<file path="src/hdl/bsc_map.svh">
`ifndef BSC_MAP_SVH
`define BSC_MAP_SVH

// ----------------------------------------------------------------
// Timing
// ----------------------------------------------------------------
`define BSC_CLK_MHZ 250
`define BSC_PRESS_QUAL_MS 1000
`define BSC_LIMIT_BLANK_MS 2000

// ----------------------------------------------------------------
// Register offsets
// ----------------------------------------------------------------
`define BSC_ADDR_CTRL 4'h0
`define BSC_ADDR_STATUS 4'h1
`define BSC_ADDR_IRQ_STAT 4'h2
`define BSC_ADDR_IRQ_EN 4'h3
`define BSC_ADDR_IRQ_CLR 4'h4

// ----------------------------------------------------------------
// Field positions
// ----------------------------------------------------------------
`define BSC_CTRL_VAR_LSB 0
`define BSC_CTRL_ACTIVE_BIT 3
`define BSC_CTRL_FCLR_BIT 4
`define BSC_IRQ_FULL_BIT 0
`define BSC_IRQ_STROKE_BIT 1
`define BSC_IRQ_HOT_BIT 2
`define BSC_IRQ_LOCK_BIT 3
`define BSC_STAT_STATE_LSB 0
`define BSC_STAT_STAGE_LSB 2
`define BSC_STAT_FULL_BIT 4
`define BSC_STAT_LOCK_BIT 5
`define BSC_STAT_HOT_BIT 6
`define BSC_STAT_LIMIT_BIT 7

// ----------------------------------------------------------------
// Reset values
// ----------------------------------------------------------------
`define BSC_CTRL_RST 8'h00
`define BSC_IRQ_EN_RST 8'h00

`endif

</file>
<file path="src/hdl/bsc_pkg.sv">
package bsc_pkg;

   // Stroke sequencer states
   typedef enum logic [1:0] {
      ST_IDLE,
      ST_DOWN,
      ST_TURN,
      ST_UP
   } bsc_state_type;

   // Full-bale policy variants
   typedef enum logic [2:0] {
      VAR_NO_LOCK,
      VAR_THREE,
      VAR_SINGLE,
      VAR_LEG_EARLY,
      VAR_LEG_LATE
   } bsc_variant_type;

   // Display message selection
   typedef enum logic [2:0] {
      MSG_NONE,
      MSG_FULL_FIRST,
      MSG_FULL_SECOND,
      MSG_FULL_THIRD,
      MSG_FULL_THIRD_ALT,
      MSG_FULL_SINGLE,
      MSG_HOT
   } bsc_msg_type;

   // Register port request
   typedef struct packed {
      logic [3:0] addr;
      logic [7:0] wdata;
      logic wr;
      logic rd;
   } bsc_bus_req_type;

   // Machine contact inputs
   typedef struct packed {
      logic press_n;
      logic limit_n;
      logic thermal_n;
      logic ir_blocked;
   } bsc_pins_type;

   // Cylinder drive outputs
   typedef struct packed {
      logic motor_run;
      logic dir_down;
      logic stroke_end;
   } bsc_drive_type;

endpackage

</file>
<file path="src/hdl/bsc_sync.sv">
`timescale 1ns/1ps

module bsc_sync #(
   parameter int W = 1
) (
   input wire logic clk_sys,
   input wire logic nrst,
   input wire logic [W-1:0] d,
   output logic [W-1:0] q_r
);

   logic [W-1:0] meta_r;

   // Two-stage synchroniser, first stage read only by second
   always_ff @(posedge clk_sys) begin
      if (!nrst) begin
         meta_r <= '0;
         q_r <= '0;
      end else begin
         meta_r <= d;
         q_r <= meta_r;
      end
   end

endmodule

</file>
<file path="src/hdl/bsc_qual.sv">
`timescale 1ns/1ps

module bsc_qual #(
   parameter int unsigned CYC = 1
) (
   input wire logic clk_sys,
   input wire logic nrst,
   input wire logic en,
   input wire logic level,
   output logic qual_r
);

   logic [31:0] cnt_r;

   // Level must hold unbroken for CYC cycles, then latches until en drops
   always_ff @(posedge clk_sys) begin
      if (!nrst || !en) begin
         cnt_r <= 32'h0;
         qual_r <= 1'b0;
      end else if (!qual_r) begin
         if (!level) begin
            cnt_r <= 32'h0;
         end else if (cnt_r >= CYC - 1) begin
            qual_r <= 1'b1;
         end else begin
            cnt_r <= cnt_r + 32'h1;
         end
      end
   end

endmodule

</file>
<file path="src/hdl/bsc_ctrl.sv">
// Function
// RQ1 - Down stroke: pressure before limit closure means the bale is full.
// RQ2 - End up or down stroke on limit or pressure, whichever comes first.
// RQ3 - A closed limit contact means the cylinder reached end of travel.
// RQ4 - Limit variants read the old full-bale input as the limit switch.
// RQ5 - Three-cycle variant allows three cycles after full, first/second/third message.
// RQ6 - Three-cycle variant refuses new cycles once third message shows.
// RQ7 - Single-cycle variant allows one cycle, one message, then locks out.
// RQ8 - No-lock variant shows no full message and never locks out.
// RQ9 - Legacy variants ignore the limit switch, end strokes on pressure only.
// RQ10 - Early legacy variant never locks out after full.
// RQ11 - Late legacy variant locks out on full, showing the third message.
// RQ12 - Pressure counts only after one second unbroken low, then latches.
// RQ13 - Limit input ignored for two seconds at each stroke start.
// RQ14 - Active and not full: keep cycling while the hopper beam is blocked.
// RQ15 - Over-temperature halts everything and selects the hot message.
// RQ16 - Policy variant selected by configuration: none, three, single, legacy.
//
// Decided for this implementation: the register offsets and the plain strobed port.
`timescale 1ns/1ps

`include "bsc_map.svh"

module bsc_ctrl #(
   parameter int unsigned PRESS_QUAL_CYC = `BSC_PRESS_QUAL_MS * `BSC_CLK_MHZ * 1000,
   parameter int unsigned LIMIT_BLANK_CYC = `BSC_LIMIT_BLANK_MS * `BSC_CLK_MHZ * 1000
) (
   input wire logic clk_sys,
   input wire logic nrst,
   input wire bsc_pkg::bsc_bus_req_type bus_req,
   output logic [7:0] bus_rdata_r,
   input wire bsc_pkg::bsc_pins_type pins,
   output bsc_pkg::bsc_drive_type drive_r,
   output bsc_pkg::bsc_msg_type msg_sel_r,
   output logic cycle_ok_r,
   output logic irq_r
);
   import bsc_pkg::*;

   // ----------------------------------------------------------------
   // Declarations
   // ----------------------------------------------------------------
   bsc_state_type state_r;
   bsc_state_type state_nxt;
   bsc_variant_type var_r;
   logic active_r;
   logic [3:0] pin_s;
   logic press_lvl;
   logic limit_closed;
   logic hot;
   logic ir_blocked;
   logic in_stroke;
   logic press_qual;
   logic [31:0] blank_cnt_r;
   logic blank_done;
   logic limit_var;
   logic limit_hit;
   logic stroke_done;
   logic full_evt;
   logic full_r;
   logic [1:0] stage_r;
   logic lockout;
   logic start;
   logic full_clr;
   logic hot_d_r;
   logic lock_d_r;
   logic [3:0] irq_stat_r;
   logic [3:0] irq_en_r;
   logic [3:0] irq_ev;
   logic [3:0] irq_clr;
   logic wr_ctrl;

   // ----------------------------------------------------------------
   // Input synchronisers
   // ----------------------------------------------------------------

   // Contacts pull sense wires low when closed; invert to active high
   bsc_sync #(
      .W(4)
   ) u_sync (
      .clk_sys(clk_sys),
      .nrst(nrst),
      .d({~pins.press_n, ~pins.limit_n, ~pins.thermal_n, pins.ir_blocked}),
      .q_r(pin_s)
   );

   // RQ3 closed means end
   assign limit_closed = pin_s[2];
   assign press_lvl = pin_s[3];
   assign hot = pin_s[1];
   assign ir_blocked = pin_s[0];

   // ----------------------------------------------------------------
   // Pressure qualification
   // ----------------------------------------------------------------
   assign in_stroke = (state_r == ST_DOWN) || (state_r == ST_UP);

   // RQ12 one second qualify
   bsc_qual #(
      .CYC(PRESS_QUAL_CYC)
   ) u_press (
      .clk_sys(clk_sys),
      .nrst(nrst),
      .en(in_stroke),
      .level(press_lvl),
      .qual_r(press_qual)
   );

   // ----------------------------------------------------------------
   // Limit switch blanking
   // ----------------------------------------------------------------

   // RQ13 blank stroke start
   always_ff @(posedge clk_sys) begin
      if (!nrst || !in_stroke) begin
         blank_cnt_r <= 32'h0;
      end else if (blank_cnt_r < LIMIT_BLANK_CYC) begin
         blank_cnt_r <= blank_cnt_r + 32'h1;
      end
   end

   assign blank_done = (blank_cnt_r >= LIMIT_BLANK_CYC);

   // RQ4 RQ9 variant input use
   assign limit_var = (var_r == VAR_NO_LOCK) || (var_r == VAR_THREE) ||
                      (var_r == VAR_SINGLE);
   assign limit_hit = limit_var && blank_done && limit_closed;

   // RQ2 RQ9 stroke termination
   assign stroke_done = in_stroke && (press_qual || limit_hit);

   // RQ1 full on pressure first
   always_comb begin
      full_evt = 1'b0;
      if (state_r == ST_DOWN && press_qual) begin
         if (limit_var) begin
            full_evt = !limit_hit;
         end else begin
            full_evt = !limit_closed;
         end
      end
   end

   // ----------------------------------------------------------------
   // Lock-out policy
   // ----------------------------------------------------------------

   // RQ6 RQ7 RQ8 RQ10 RQ11 lock-out per variant
   always_comb begin
      case (var_r)
         VAR_THREE: lockout = (stage_r == 2'd3);
         VAR_SINGLE: lockout = (stage_r == 2'd1);
         VAR_LEG_LATE: lockout = (stage_r == 2'd3);
         VAR_NO_LOCK: lockout = 1'b0;
         VAR_LEG_EARLY: lockout = 1'b0;
         default: lockout = 1'b0;
      endcase
   end

   // RQ14 cycle on blocked beam
   assign start = (state_r == ST_IDLE) && active_r && ir_blocked && !lockout && !hot;

   // Full state and stage count, a new full bale wins over a clear
   always_ff @(posedge clk_sys) begin
      if (!nrst) begin
         full_r <= 1'b0;
         stage_r <= 2'd0;
      end else if (full_evt && (!full_r || full_clr)) begin
         full_r <= 1'b1;
         // RQ11 legacy lock at once
         stage_r <= (var_r == VAR_LEG_LATE) ? 2'd3 : 2'd0;
      end else if (full_clr) begin
         full_r <= 1'b0;
         stage_r <= 2'd0;
      end else if (start && full_r) begin
         // RQ5 count further cycles
         if (var_r == VAR_THREE && stage_r != 2'd3) begin
            stage_r <= stage_r + 2'd1;
         end else if (var_r == VAR_SINGLE && stage_r == 2'd0) begin
            // RQ7 single further cycle
            stage_r <= 2'd1;
         end
      end
   end

   // ----------------------------------------------------------------
   // Stroke sequencer
   // ----------------------------------------------------------------

   // Next state: down, one-cycle valve turn, up, idle
   always_comb begin
      state_nxt = state_r;
      case (state_r)
         ST_IDLE: begin
            if (start) begin
               state_nxt = ST_DOWN;
            end
         end
         ST_DOWN: begin
            if (stroke_done) begin
               state_nxt = ST_TURN;
            end
         end
         ST_TURN: state_nxt = ST_UP;
         ST_UP: begin
            if (stroke_done) begin
               state_nxt = ST_IDLE;
            end
         end
         default: state_nxt = ST_IDLE;
      endcase
      // RQ15 halt on heat
      if (hot) begin
         state_nxt = ST_IDLE;
      end
   end

   // State register
   always_ff @(posedge clk_sys) begin
      if (!nrst) begin
         state_r <= ST_IDLE;
      end else begin
         state_r <= state_nxt;
      end
   end

   // Cylinder drive outputs
   always_ff @(posedge clk_sys) begin
      if (!nrst) begin
         drive_r <= '0;
      end else begin
         drive_r.motor_run <= (state_nxt == ST_DOWN) || (state_nxt == ST_UP);
         drive_r.dir_down <= (state_nxt == ST_DOWN);
         // RQ2 end pulse
         drive_r.stroke_end <= stroke_done;
      end
   end

   // ----------------------------------------------------------------
   // Display and permission
   // ----------------------------------------------------------------

   // Message selection, heat first
   always_ff @(posedge clk_sys) begin
      if (!nrst) begin
         msg_sel_r <= MSG_NONE;
      end else if (hot) begin
         // RQ15 hot message
         msg_sel_r <= MSG_HOT;
      end else begin
         case (var_r)
            VAR_THREE: begin
               // RQ5 RQ6 staged messages
               case (stage_r)
                  2'd1: msg_sel_r <= MSG_FULL_FIRST;
                  2'd2: msg_sel_r <= MSG_FULL_SECOND;
                  2'd3: msg_sel_r <= (state_nxt == ST_IDLE) ? MSG_FULL_THIRD_ALT :
                                     MSG_FULL_THIRD;
                  default: msg_sel_r <= MSG_NONE;
               endcase
            end
            // RQ7 single message
            VAR_SINGLE: msg_sel_r <= (stage_r == 2'd1) ? MSG_FULL_SINGLE : MSG_NONE;
            // RQ11 third as lock-out
            VAR_LEG_LATE: msg_sel_r <= (stage_r == 2'd3) ? MSG_FULL_THIRD : MSG_NONE;
            // RQ8 RQ10 no full message
            default: msg_sel_r <= MSG_NONE;
         endcase
      end
   end

   // Cycle permission level
   always_ff @(posedge clk_sys) begin
      if (!nrst) begin
         cycle_ok_r <= 1'b0;
      end else begin
         cycle_ok_r <= active_r && !lockout && !hot;
      end
   end

   // ----------------------------------------------------------------
   // Control register
   // ----------------------------------------------------------------
   assign wr_ctrl = bus_req.wr && (bus_req.addr == `BSC_ADDR_CTRL);
   assign full_clr = wr_ctrl && bus_req.wdata[`BSC_CTRL_FCLR_BIT];

   // RQ16 variant select
   always_ff @(posedge clk_sys) begin
      if (!nrst) begin
         var_r <= bsc_variant_type'(3'(`BSC_CTRL_RST));
         active_r <= 1'b0;
      end else if (wr_ctrl) begin
         var_r <= bsc_variant_type'(bus_req.wdata[`BSC_CTRL_VAR_LSB +: 3]);
         active_r <= bus_req.wdata[`BSC_CTRL_ACTIVE_BIT];
      end
   end

   // ----------------------------------------------------------------
   // Interrupts
   // ----------------------------------------------------------------

   // Edge history for heat and lock-out events
   always_ff @(posedge clk_sys) begin
      if (!nrst) begin
         hot_d_r <= 1'b0;
         lock_d_r <= 1'b0;
      end else begin
         hot_d_r <= hot;
         lock_d_r <= lockout;
      end
   end

   always_comb begin
      irq_ev = 4'h0;
      irq_ev[`BSC_IRQ_FULL_BIT] = full_evt && (!full_r || full_clr);
      irq_ev[`BSC_IRQ_STROKE_BIT] = stroke_done;
      irq_ev[`BSC_IRQ_HOT_BIT] = hot && !hot_d_r;
      irq_ev[`BSC_IRQ_LOCK_BIT] = lockout && !lock_d_r;
   end

   assign irq_clr = (bus_req.wr && bus_req.addr == `BSC_ADDR_IRQ_CLR) ?
                    bus_req.wdata[3:0] : 4'h0;

   // Sticky status, a new event wins over a clear
   always_ff @(posedge clk_sys) begin
      if (!nrst) begin
         irq_stat_r <= 4'h0;
      end else begin
         irq_stat_r <= (irq_stat_r & ~irq_clr) | irq_ev;
      end
   end

   // Enable register
   always_ff @(posedge clk_sys) begin
      if (!nrst) begin
         irq_en_r <= 4'(`BSC_IRQ_EN_RST);
      end else if (bus_req.wr && bus_req.addr == `BSC_ADDR_IRQ_EN) begin
         irq_en_r <= bus_req.wdata[3:0];
      end
   end

   // Level interrupt from updated status
   always_ff @(posedge clk_sys) begin
      if (!nrst) begin
         irq_r <= 1'b0;
      end else begin
         irq_r <= |(((irq_stat_r & ~irq_clr) | irq_ev) & irq_en_r);
      end
   end

   // ----------------------------------------------------------------
   // Read port
   // ----------------------------------------------------------------

   // Read data one cycle after the strobe, zero otherwise
   always_ff @(posedge clk_sys) begin
      if (!nrst) begin
         bus_rdata_r <= 8'h00;
      end else if (bus_req.rd) begin
         case (bus_req.addr)
            `BSC_ADDR_CTRL: bus_rdata_r <= {4'h0, active_r, var_r};
            `BSC_ADDR_STATUS: bus_rdata_r <= {limit_closed, hot, lockout, full_r,
                                              stage_r, state_r};
            `BSC_ADDR_IRQ_STAT: bus_rdata_r <= {4'h0, irq_stat_r};
            `BSC_ADDR_IRQ_EN: bus_rdata_r <= {4'h0, irq_en_r};
            default: bus_rdata_r <= 8'h00;
         endcase
      end else begin
         bus_rdata_r <= 8'h00;
      end
   end

endmodule

</file>
<file path="config.mk">
export PLATFORM = sky130hd
export DESIGN_NAME = bsc_ctrl
export DESIGN_NICKNAME = d
export VERILOG_FILES = /design/src/hdl/bsc_pkg.sv /design/src/hdl/bsc_sync.sv /design/src/hdl/bsc_qual.sv /design/src/hdl/bsc_ctrl.sv
export VERILOG_INCLUDE_DIRS = /design/src /design/src/hdl
export SDC_FILE = /design/constraint.sdc
export NUM_CORES = 1
export LEC_CHECK = 0
export BUFFER_PORTS_ARGS = -buffer_cell sky130_fd_sc_hd__clkbuf_2
export CORE_AREA = 2 2 115 140
export DETAILED_ROUTE_END_ITERATION = 10
export DIE_AREA = 0 0 117 142
export MAX_ROUTING_LAYER = met4
export RECOVER_POWER = 25
export REMOVE_ABC_BUFFERS = 1
export SLEW_MARGIN = 20
export SYNTH_ARGS = -nofsm -noshare
export SYNTH_HDL_FRONTEND = slang
export SYNTH_HIERARCHICAL = 1
export SYNTH_SLANG_ARGS = --single-unit
</file>
<file path="constraint.sdc">
create_clock -name clk_sys -period 2.9 [get_ports clk_sys]
set_input_delay 0.87 -clock clk_sys [delete_from_list [all_inputs] [get_ports clk_sys]]
set_output_delay 0.87 -clock clk_sys [all_outputs]
set_load 0.05 [all_outputs]
</file>
==> results.py, run 1 <==
metrics = {
    "sta": {
        "fin_crit_sh_pct": 89.57,
        "tightestPinTransition_ps": 885.3,
        "hold_viol": 0,
        "maxClockFrequency_ghz": 0.3850,
        "layout_min_cycle_time_ps": 2598,
        "finalSetupViolCount": 0,
        "drv_slew": 0,
        "final.setup_skew_ps": 7.843,
        "grt_setup_unrepaired": "no",
        "relSlewSlack_pct": 40.48,
    },
    "critical_path": {
        "cp_data_required_time_ps": 3160,
        "regToRegSetupSlack_ps": 300,
        "end_kind": "flip-flop",
        "path_delay_family": "compound AO/OA/AOI/OAI gates",
        "cp_max_fo": 8,
        "crit_type": "reg -> reg",
        "startpoint_type_of_the_worst_setup_path": "flip-flop",
        "ff2ff_path_depth": 7,
        "critPathMaxStageDelay_ps": 640,
        "worst_ep_arrival_time_ps": 2860,
        "critPathBufInv": 0,
        "r2r_end": "u_press/cnt_r[21]",
        "cpMaxStageDelayCell": "sky130_fd_sc_hd__o22ai_1",
        "critical_r2r_launch": "u_press/cnt_r[0]",
        "path_cells": "ha_1, and3_1, a21oi_1, o41ai_2, o22ai_1, nand4_1, o31ai_1",
    },
    "global_route": {
        "global_route_wire_length_before_repair_microns": 22290,
        "grt_pass1_vias": 4546,
        "antenna_found_initial": 0,
        "grt.total_usage_pct": 17.27,
        "maximum_number_of_pins_on_one_net_before_global_route_repair": 22,
        "globalRoute.totalOverflow": 0,
    },
    "logic_synthesis": {
        "yosysWarnings": 6,
        "yosys_most_used_dff": "sky130_fd_sc_hd__dfxtp_1",
        "synth.yosys.seq_area_share_pct": 40.73,
        "synth.avg_cell_area_sq_um": 8.441,
        "synth-async-reset-ratio_pct": 0,
        "synth-edff-count": 0,
        "yosys_register_bits": 107,
        "syn-cell-area_sq_um": 5259,
        "synthDistinctLibCells": 66,
        "syn-instance-count": 623,
    },
    "clock_tree": {
        "clock-sinks": 107,
        "cts_hold_repair.buffers": 0,
        "cell_at_the_root_of_the_clock_tree": "sky130_fd_sc_hd__clkbuf_16",
        "cts_resized": 0,
        "cts.repair_timing.setup_buffer_count": 0,
        "ctsLongestPathBuffers": 2,
        "clock_pin_slew_reported_for_the_worst_setup_and_hold_paths_after_clock_tree_synthesis_ps": 70,
        "cts-buffers-inserted": 9,
        "worst_skew_pair.late_latency_ps": 350,
        "cts_tree": "yes",
        "cts.htree.levels": 3,
    },
    "place": {
        "place.gp.congestion": 0.8827,
        "place.detailed.hpwl_microns": 9411,
        "placed_cell_area_sq_um": 5664,
        "port_buffers": 32,
    },
    "pwr": {
        "irDropWorstVdd_v": 0.0002670,
        "leakagePower_nw": 2.036,
        "power_per_cell_area_nw_per_um2": 474.3,
        "total_power_mw": 2.827,
    },
    "floorplanning": {
        "num_rows": 50,
        "ios": 36,
        "die_wd_microns": 117,
        "floorplan.initialDensity_pct": 34.31,
        "die-area_sq_um": 16610,
        "core_region_area_sq_um": 15330,
        "die_h_microns": 142,
    },
    "final_layout": {
        "layout.core_utilization_pct": 38.89,
        "final_cell_area_sq_um": 5961,
        "final_nets": 675,
        "area_growth_pct": 13.35,
        "antenna_diode_count": 0,
        "layout_cell_share_with_drive_strength_beyond_1_pct": 11.49,
    },
    "route": {
        "dr.first_iter.drc_count": 307,
        "route.layer.met1.wl_microns": 5657,
        "met2_wirelength_microns": 6748,
        "detail_route.first_pass.iterations": 5,
        "top_layer_used": "met4",
        "detail_route.vias_per_cell": 5.482,
        "routed_wire_length_per_instance_microns": 15.53,
        "route.detailed.drc": 0,
        "postRouteWirelength_microns": 13370,
        "drtAntennaViolNets": 0,
        "vias": 4720,
        "met3_wirelength_microns": 578,
    },
    "min_path": {
        "hp-class": "reg -> reg",
        "whs_endpoint": "u_sync/q_r[3]",
        "timing.hold.worst_path_depth": 1,
        "holdCritStartpoint": "u_sync/meta_r[3]",
    },
    "flow_run": {
        "max_cap_viol_count": 0,
    },
    "status": {
        "outcome": "finished, final reports clean",
    },
}
layout by cell type (no fill, tap or decap), drive strengths merged, types with 3 or more instances in the layout:
| master | count |
|---|---|
| inv | 22 |
| nor3b | 5 |
| and4 | 3 |
| a31oi | 17 |
| nand3 | 21 |
| o31ai | 6 |
| or4 | 8 |
| nand4 | 12 |
| a211o | 3 |
| nand2 | 52 |
| o211ai | 9 |
| nor4bb | 3 |
| nor2b | 7 |
| mux2i | 8 |
| dfxtp | 107 |
| and3 | 18 |
| nand2b | 6 |
| nor3 | 41 |
| buf | 17 |
| a21oi | 22 |
| nand4b | 5 |
| or2 | 5 |
| or3 | 7 |
| and2 | 20 |
| mux4 | 4 |
| xnor2 | 26 |
| clkbuf | 43 |
| a311oi | 7 |
| ha | 7 |
| nor2 | 65 |
| o21a | 7 |
| a41oi | 4 |
| o21ai | 24 |
| nor4 | 5 |
power breakdown:
group / internal, mW / leakage, nW / switching (mW)
clock network: 0.701 / 0.146 / 0.564
registers: 1.48 / 0.864 / 0.00959
logic: 0.0297 / 1.03 / 0.0455
cell usage after synthesis, types with 3 or more instances:
master,count,area (sq um)
sky130_fd_sc_hd__a211o_1,3,26.28
sky130_fd_sc_hd__a21oi_1,22,110.1
sky130_fd_sc_hd__a311oi_1,7,61.31
sky130_fd_sc_hd__a31oi_1,17,106.4
sky130_fd_sc_hd__a41oi_1,4,35.03
sky130_fd_sc_hd__and2_1,20,125.1
sky130_fd_sc_hd__and3_1,18,112.6
sky130_fd_sc_hd__and4_1,3,26.28
sky130_fd_sc_hd__buf_2,6,30.03
sky130_fd_sc_hd__clkbuf_1,26,97.59
sky130_fd_sc_hd__dfxtp_1,107,2142
sky130_fd_sc_hd__ha_1,7,87.58
sky130_fd_sc_hd__inv_1,20,75.07
sky130_fd_sc_hd__mux2i_1,8,80.08
sky130_fd_sc_hd__mux4_2,4,90.09
sky130_fd_sc_hd__nand2_1,52,195.2
sky130_fd_sc_hd__nand2b_1,6,37.54
sky130_fd_sc_hd__nand3_1,21,105.1
sky130_fd_sc_hd__nand4_1,12,75.07
sky130_fd_sc_hd__nand4b_1,5,43.79
sky130_fd_sc_hd__nor2_1,65,244.0
sky130_fd_sc_hd__nor2b_1,7,43.79
sky130_fd_sc_hd__nor3_1,40,200.2
sky130_fd_sc_hd__nor3b_1,5,37.54
sky130_fd_sc_hd__nor4_1,5,31.28
sky130_fd_sc_hd__nor4bb_1,3,30.03
sky130_fd_sc_hd__o211ai_1,9,67.56
sky130_fd_sc_hd__o21a_1,7,52.55
sky130_fd_sc_hd__o21ai_0,23,115.1
sky130_fd_sc_hd__o31ai_1,6,45.04
sky130_fd_sc_hd__or2_2,5,31.28
sky130_fd_sc_hd__or3_1,6,37.54
sky130_fd_sc_hd__or4_1,8,60.06
sky130_fd_sc_hd__xnor2_1,26,227.7
kinds of logic after synthesis:
group | Yosys count | synth area share (%)
and+or+nand+nor | 290 | 28.91
AOI/OAI and AO/OA | 124 | 16.58
adders and majority gates | 7 | 1.665
buffers and inverters | 56 | 4.378
xor gates and xnor gates | 27 | 4.497
muxes | 12 | 3.236
DFF | 107 | 40.73
worst reg2reg max path: cells and delay by family (launching register included):
| kind | cells | cell delay, ps |
|---|---|---|
| fa+ha+maj | 1 | 240 |
| compound gates | 4 | 1260 |
| flops | 1 | 340 |
| simple gates | 2 | 660 |
layout make-up:
cell class / instances / area (sq um)
clock buffer: 10 / 239.0
clock inverter: 6 / 71.32
fill: 1591 / 9366
inverter: 20 / 75.07
multi-input combinational: 460 / 2892
sequential: 107 / 2142
tap: 208 / 260.3
timing repair buffer: 50 / 281.5
flip-flops by register name, indices dropped and copies added (netlist names), 2 cells and up:
signal         flops
blank_cnt_r       32
stage_r            2
u_sync/meta_r      4
irq_en_r           4
u_press/cnt_r     32
irq_stat_r         4
bus_rdata_r        8
u_sync/q_r         4
drive_r            3
var_r              3
msg_sel_r          3
metrics by stage:
stage | hold slack, ps | instances | TNS (ps) | setup WS, ps
after CTS | 439.4 | 861 | 0 | 333.2
final | 436.5 | 861 | 0 | 302.5
after global placement | 414.1 | 845 | 0 | 236.0
after detailed placement | 421.8 | 845 | 0 | 242.2
after global routing | 460.2 | 861 | 0 | 139.0
after floorplan | 405.7 | 587 | -148.0 | -123.5
worst max-delay path by stage:
stage	startpoint	end	slack, ps	cells past startpoint
3_3_place_gp	bus_req[13]	stage_r[0]	240	7
5_1_grt	u_press/cnt_r[0]	u_press/cnt_r[21]	140	7
2_1_floorplan	blank_cnt_r[21]	stage_r[1]	-120	6
3_5_place_dp	bus_req[13]	stage_r[0]	240	7
6_report	u_press/cnt_r[0]	u_press/cnt_r[21]	300	7
4_1_cts	blank_cnt_r[21]	blank_cnt_r[26]	330	7
metal layers:
layer	global-route usage [%]	vias up
li1	-	2302
met1	20.37	2264
met2	29.15	127
met3	2.939	27
met4	6.687	0
met5	-	-
Power figures use the tool's default switching activity.
==> run 2: changes to the inputs <==
Settings changed: CORE_AREA 2 2 115 140 to 4 4 117 142, DIE_AREA 0 0 117 142 to 0 0 121 146.
==> run 2 against run 1 <==
Fmax grew 3.3%. Via count grew 0.25%. Clock-buffer cell count shrank 1. Sequential share of layout area is essentially flat. Flip-flop and latch count is the same. Global-route usage shrank 1.7 points. Worst hold slack gained 0.77 ps. Final area is essentially flat. Critical path type unchanged. Largest power group unchanged. Highest routed layer unchanged.
==> results.py, run 2 (synthesis results as in run 1) <==
metrics = {
    "final_layout": {
        "layout_cell_share_with_drive_strength_beyond_1_pct": 11.76,
        "final_common_cell": "sky130_fd_sc_hd__dfxtp_1",
        "area_growth_pct": 13.40,
        "final_nets": 677,
        "most-common-layout-cells": "sky130_fd_sc_hd__dfxtp_1 (107), sky130_fd_sc_hd__nor2_1 (65), sky130_fd_sc_hd__nand2_1 (52), sky130_fd_sc_hd__nor3_1 (40), sky130_fd_sc_hd__xnor2_1 (26)",
        "largest_registers": "blank_cnt_r x32, u_press/cnt_r x32, bus_rdata_r x8",
        "layout.cells.non_filler": 863,
        "fillers": 1564,
        "layout.core_utilization_pct": 38.91,
        "final_cell_area_sq_um": 5963,
        "antenna_diode_count": 0,
    },
    "pwr": {
        "power_per_cell_area_nw_per_um2": 471.9,
        "irDropWorstVdd_v": 0.0002747,
        "leakagePower_nw": 2.045,
    },
    "sta": {
        "relSlewSlack_pct": 49.25,
        "maxClockFrequency_ghz": 0.3975,
        "grt_setup_unrepaired": "no",
        "hold_viol": 0,
        "tightestPinTransition_ps": 754.9,
        "setup-tns-final_ps": 0,
        "layout_min_cycle_time_ps": 2516,
        "fin_crit_sh_pct": 86.75,
        "final.setup_skew_ps": 7.981,
        "drv_slew": 0,
        "finalSetupViolCount": 0,
    },
    "critical_path": {
        "path_cells": "or4b_1, a211o_1, o41ai_4, buf_4, o21ai_1, or3_1, and3_1",
        "critPathMaxStageDelay_ps": 540,
        "crit_type": "reg -> reg",
        "startpoint_type_of_the_worst_setup_path": "flip-flop",
        "worst_ep_arrival_time_ps": 2760,
        "cp_max_fo": 8,
        "critical_r2r_launch": "blank_cnt_r[21]",
        "path_delay_family": "simple AND/OR/NAND/NOR gates",
        "critical_path.startpoint": "blank_cnt_r[21]",
        "critPathBufInv": 1,
        "cpMaxStageDelayCell": "sky130_fd_sc_hd__or4b_1",
        "cp_data_required_time_ps": 3140,
        "end_kind": "flip-flop",
    },
    "clock_tree": {
        "worst_skew_pair.late_latency_ps": 350,
        "clock-sinks": 107,
        "cts.repair_timing.setup_buffer_count": 0,
        "clock_pin_slew_reported_for_the_worst_setup_and_hold_paths_after_clock_tree_synthesis_ps": 70,
        "cts_hold_repair.buffers": 0,
        "cts.htree.levels": 3,
        "cts_resized": 0,
        "cts-buffers-inserted": 9,
        "ctsLongestPathBuffers": 2,
        "cts_tree": "yes",
        "cell_at_the_root_of_the_clock_tree": "sky130_fd_sc_hd__clkbuf_16",
    },
    "global_route": {
        "grt-busiest-layer": "met2",
        "global_route_wire_length_before_repair_microns": 22090,
        "globalRoute.totalOverflow": 0,
        "grt.total_usage_pct": 15.58,
        "groute.layer.met1.usage_pct": 18.38,
        "use_met2_pct": 26.31,
        "grt_pass1_vias": 4634,
        "grtUsageMet3_pct": 2.722,
        "antenna_found_initial": 0,
        "maximum_number_of_pins_on_one_net_before_global_route_repair": 29,
    },
    "place": {
        "placed_cell_area_sq_um": 5679,
        "instance_count_after_placement_with_tap_cells_included": 847,
        "place.gp.congestion": 0.8703,
        "port_buffers": 32,
        "place.detailed.hpwl_microns": 9299,
    },
    "floorplanning": {
        "floorplan.initialDensity_pct": 34.31,
        "die_h_microns": 146,
        "die_wd_microns": 121,
        "ios": 36,
        "core_region_area_sq_um": 15330,
        "num_rows": 50,
        "die-area_sq_um": 17670,
    },
    "route": {
        "drtAntennaViolNets": 0,
        "detail_route.vias_per_cell": 5.483,
        "vias": 4732,
        "route.detailed.drc": 0,
        "postRouteWirelength_microns": 13210,
        "routed_wire_length_per_instance_microns": 15.30,
        "detail_route.first_pass.iterations": 6,
        "dr.first_iter.drc_count": 322,
    },
    "min_path": {
        "hp-class": "reg -> reg",
        "holdCritStartpoint": "u_sync/meta_r[3]",
    },
    "flow_run": {
        "max_cap_viol_count": 0,
    },
    "status": {
        "outcome": "finished, final reports clean",
    },
}
==> run 2: cell count changes in the layout (fill, tap and decap cells not counted), moves of 2 or more <==
cell | previous run | this run
sky130_fd_sc_hd__and2_0 | 4 | 7
sky130_fd_sc_hd__and2_1 | 16 | 13
sky130_fd_sc_hd__clkinvlp_4 | 2 | 0
sky130_fd_sc_hd__clkinv_2 | 0 | 2
==> run 2: through the flow <==
step | hold WS, ps | setup slack (ps) | power [mW]
finish | 437.2 | 384.3 | 2.814
global route | 453.0 | 278.8 | 2.911
CTS | 440.1 | 363.0 | 2.845
detailed placement | 421.4 | 103.6 | 1.599
global placement | 419.0 | 118.4 | 1.598
floorplan | 405.7 | -123.5 | 1.555
==> run 2: final timing paths <==
path         slack, ps  cells past startpoint             to
max                380                      7     stage_r[1]
min                440                      1  u_sync/q_r[3]
max reg2reg        380                      7     stage_r[1]
min reg2reg        440                      1  u_sync/q_r[3]
==> run 2: worst reg2reg max path: stages (launching register included) <==
cell                      delay (ps)
sky130_fd_sc_hd__dfxtp_1         350
sky130_fd_sc_hd__or4b_1          540
sky130_fd_sc_hd__a211o_1         320
sky130_fd_sc_hd__o41ai_4         370
sky130_fd_sc_hd__buf_4           220
sky130_fd_sc_hd__o21ai_1         120
sky130_fd_sc_hd__or3_1           310
sky130_fd_sc_hd__and3_1          180
==> run 2: metal layers <==
layer | wire (microns) | vias up
met5 | 0 | -
met4 | 272 | 0
met3 | 659 | 21
met2 | 6772 | 152
met1 | 5503 | 2247
li1 | - | 2312
==> run 2: area by class of cell <==
cell class,count,area [sq um],share of cell area [%]
inverter,20,75.07,1.259
tap,208,260.3,4.364
sequential,107,2142,35.92
multi-input combinational,460,2892,48.49
timing repair buffer,52,294.0,4.931
clock inverter,7,75.07,1.259
clock buffer,9,225.2,3.777
==> run 2: power by group <==
part / internal (mW) / leakage, nW / switching (mW) / total (mW)
Sequential: 1.48 / 0.864 / 0.00883 / 1.49
Clock: 0.677 / 0.150 / 0.574 / 1.25
Combinational: 0.0308 / 1.03 / 0.0469 / 0.0777
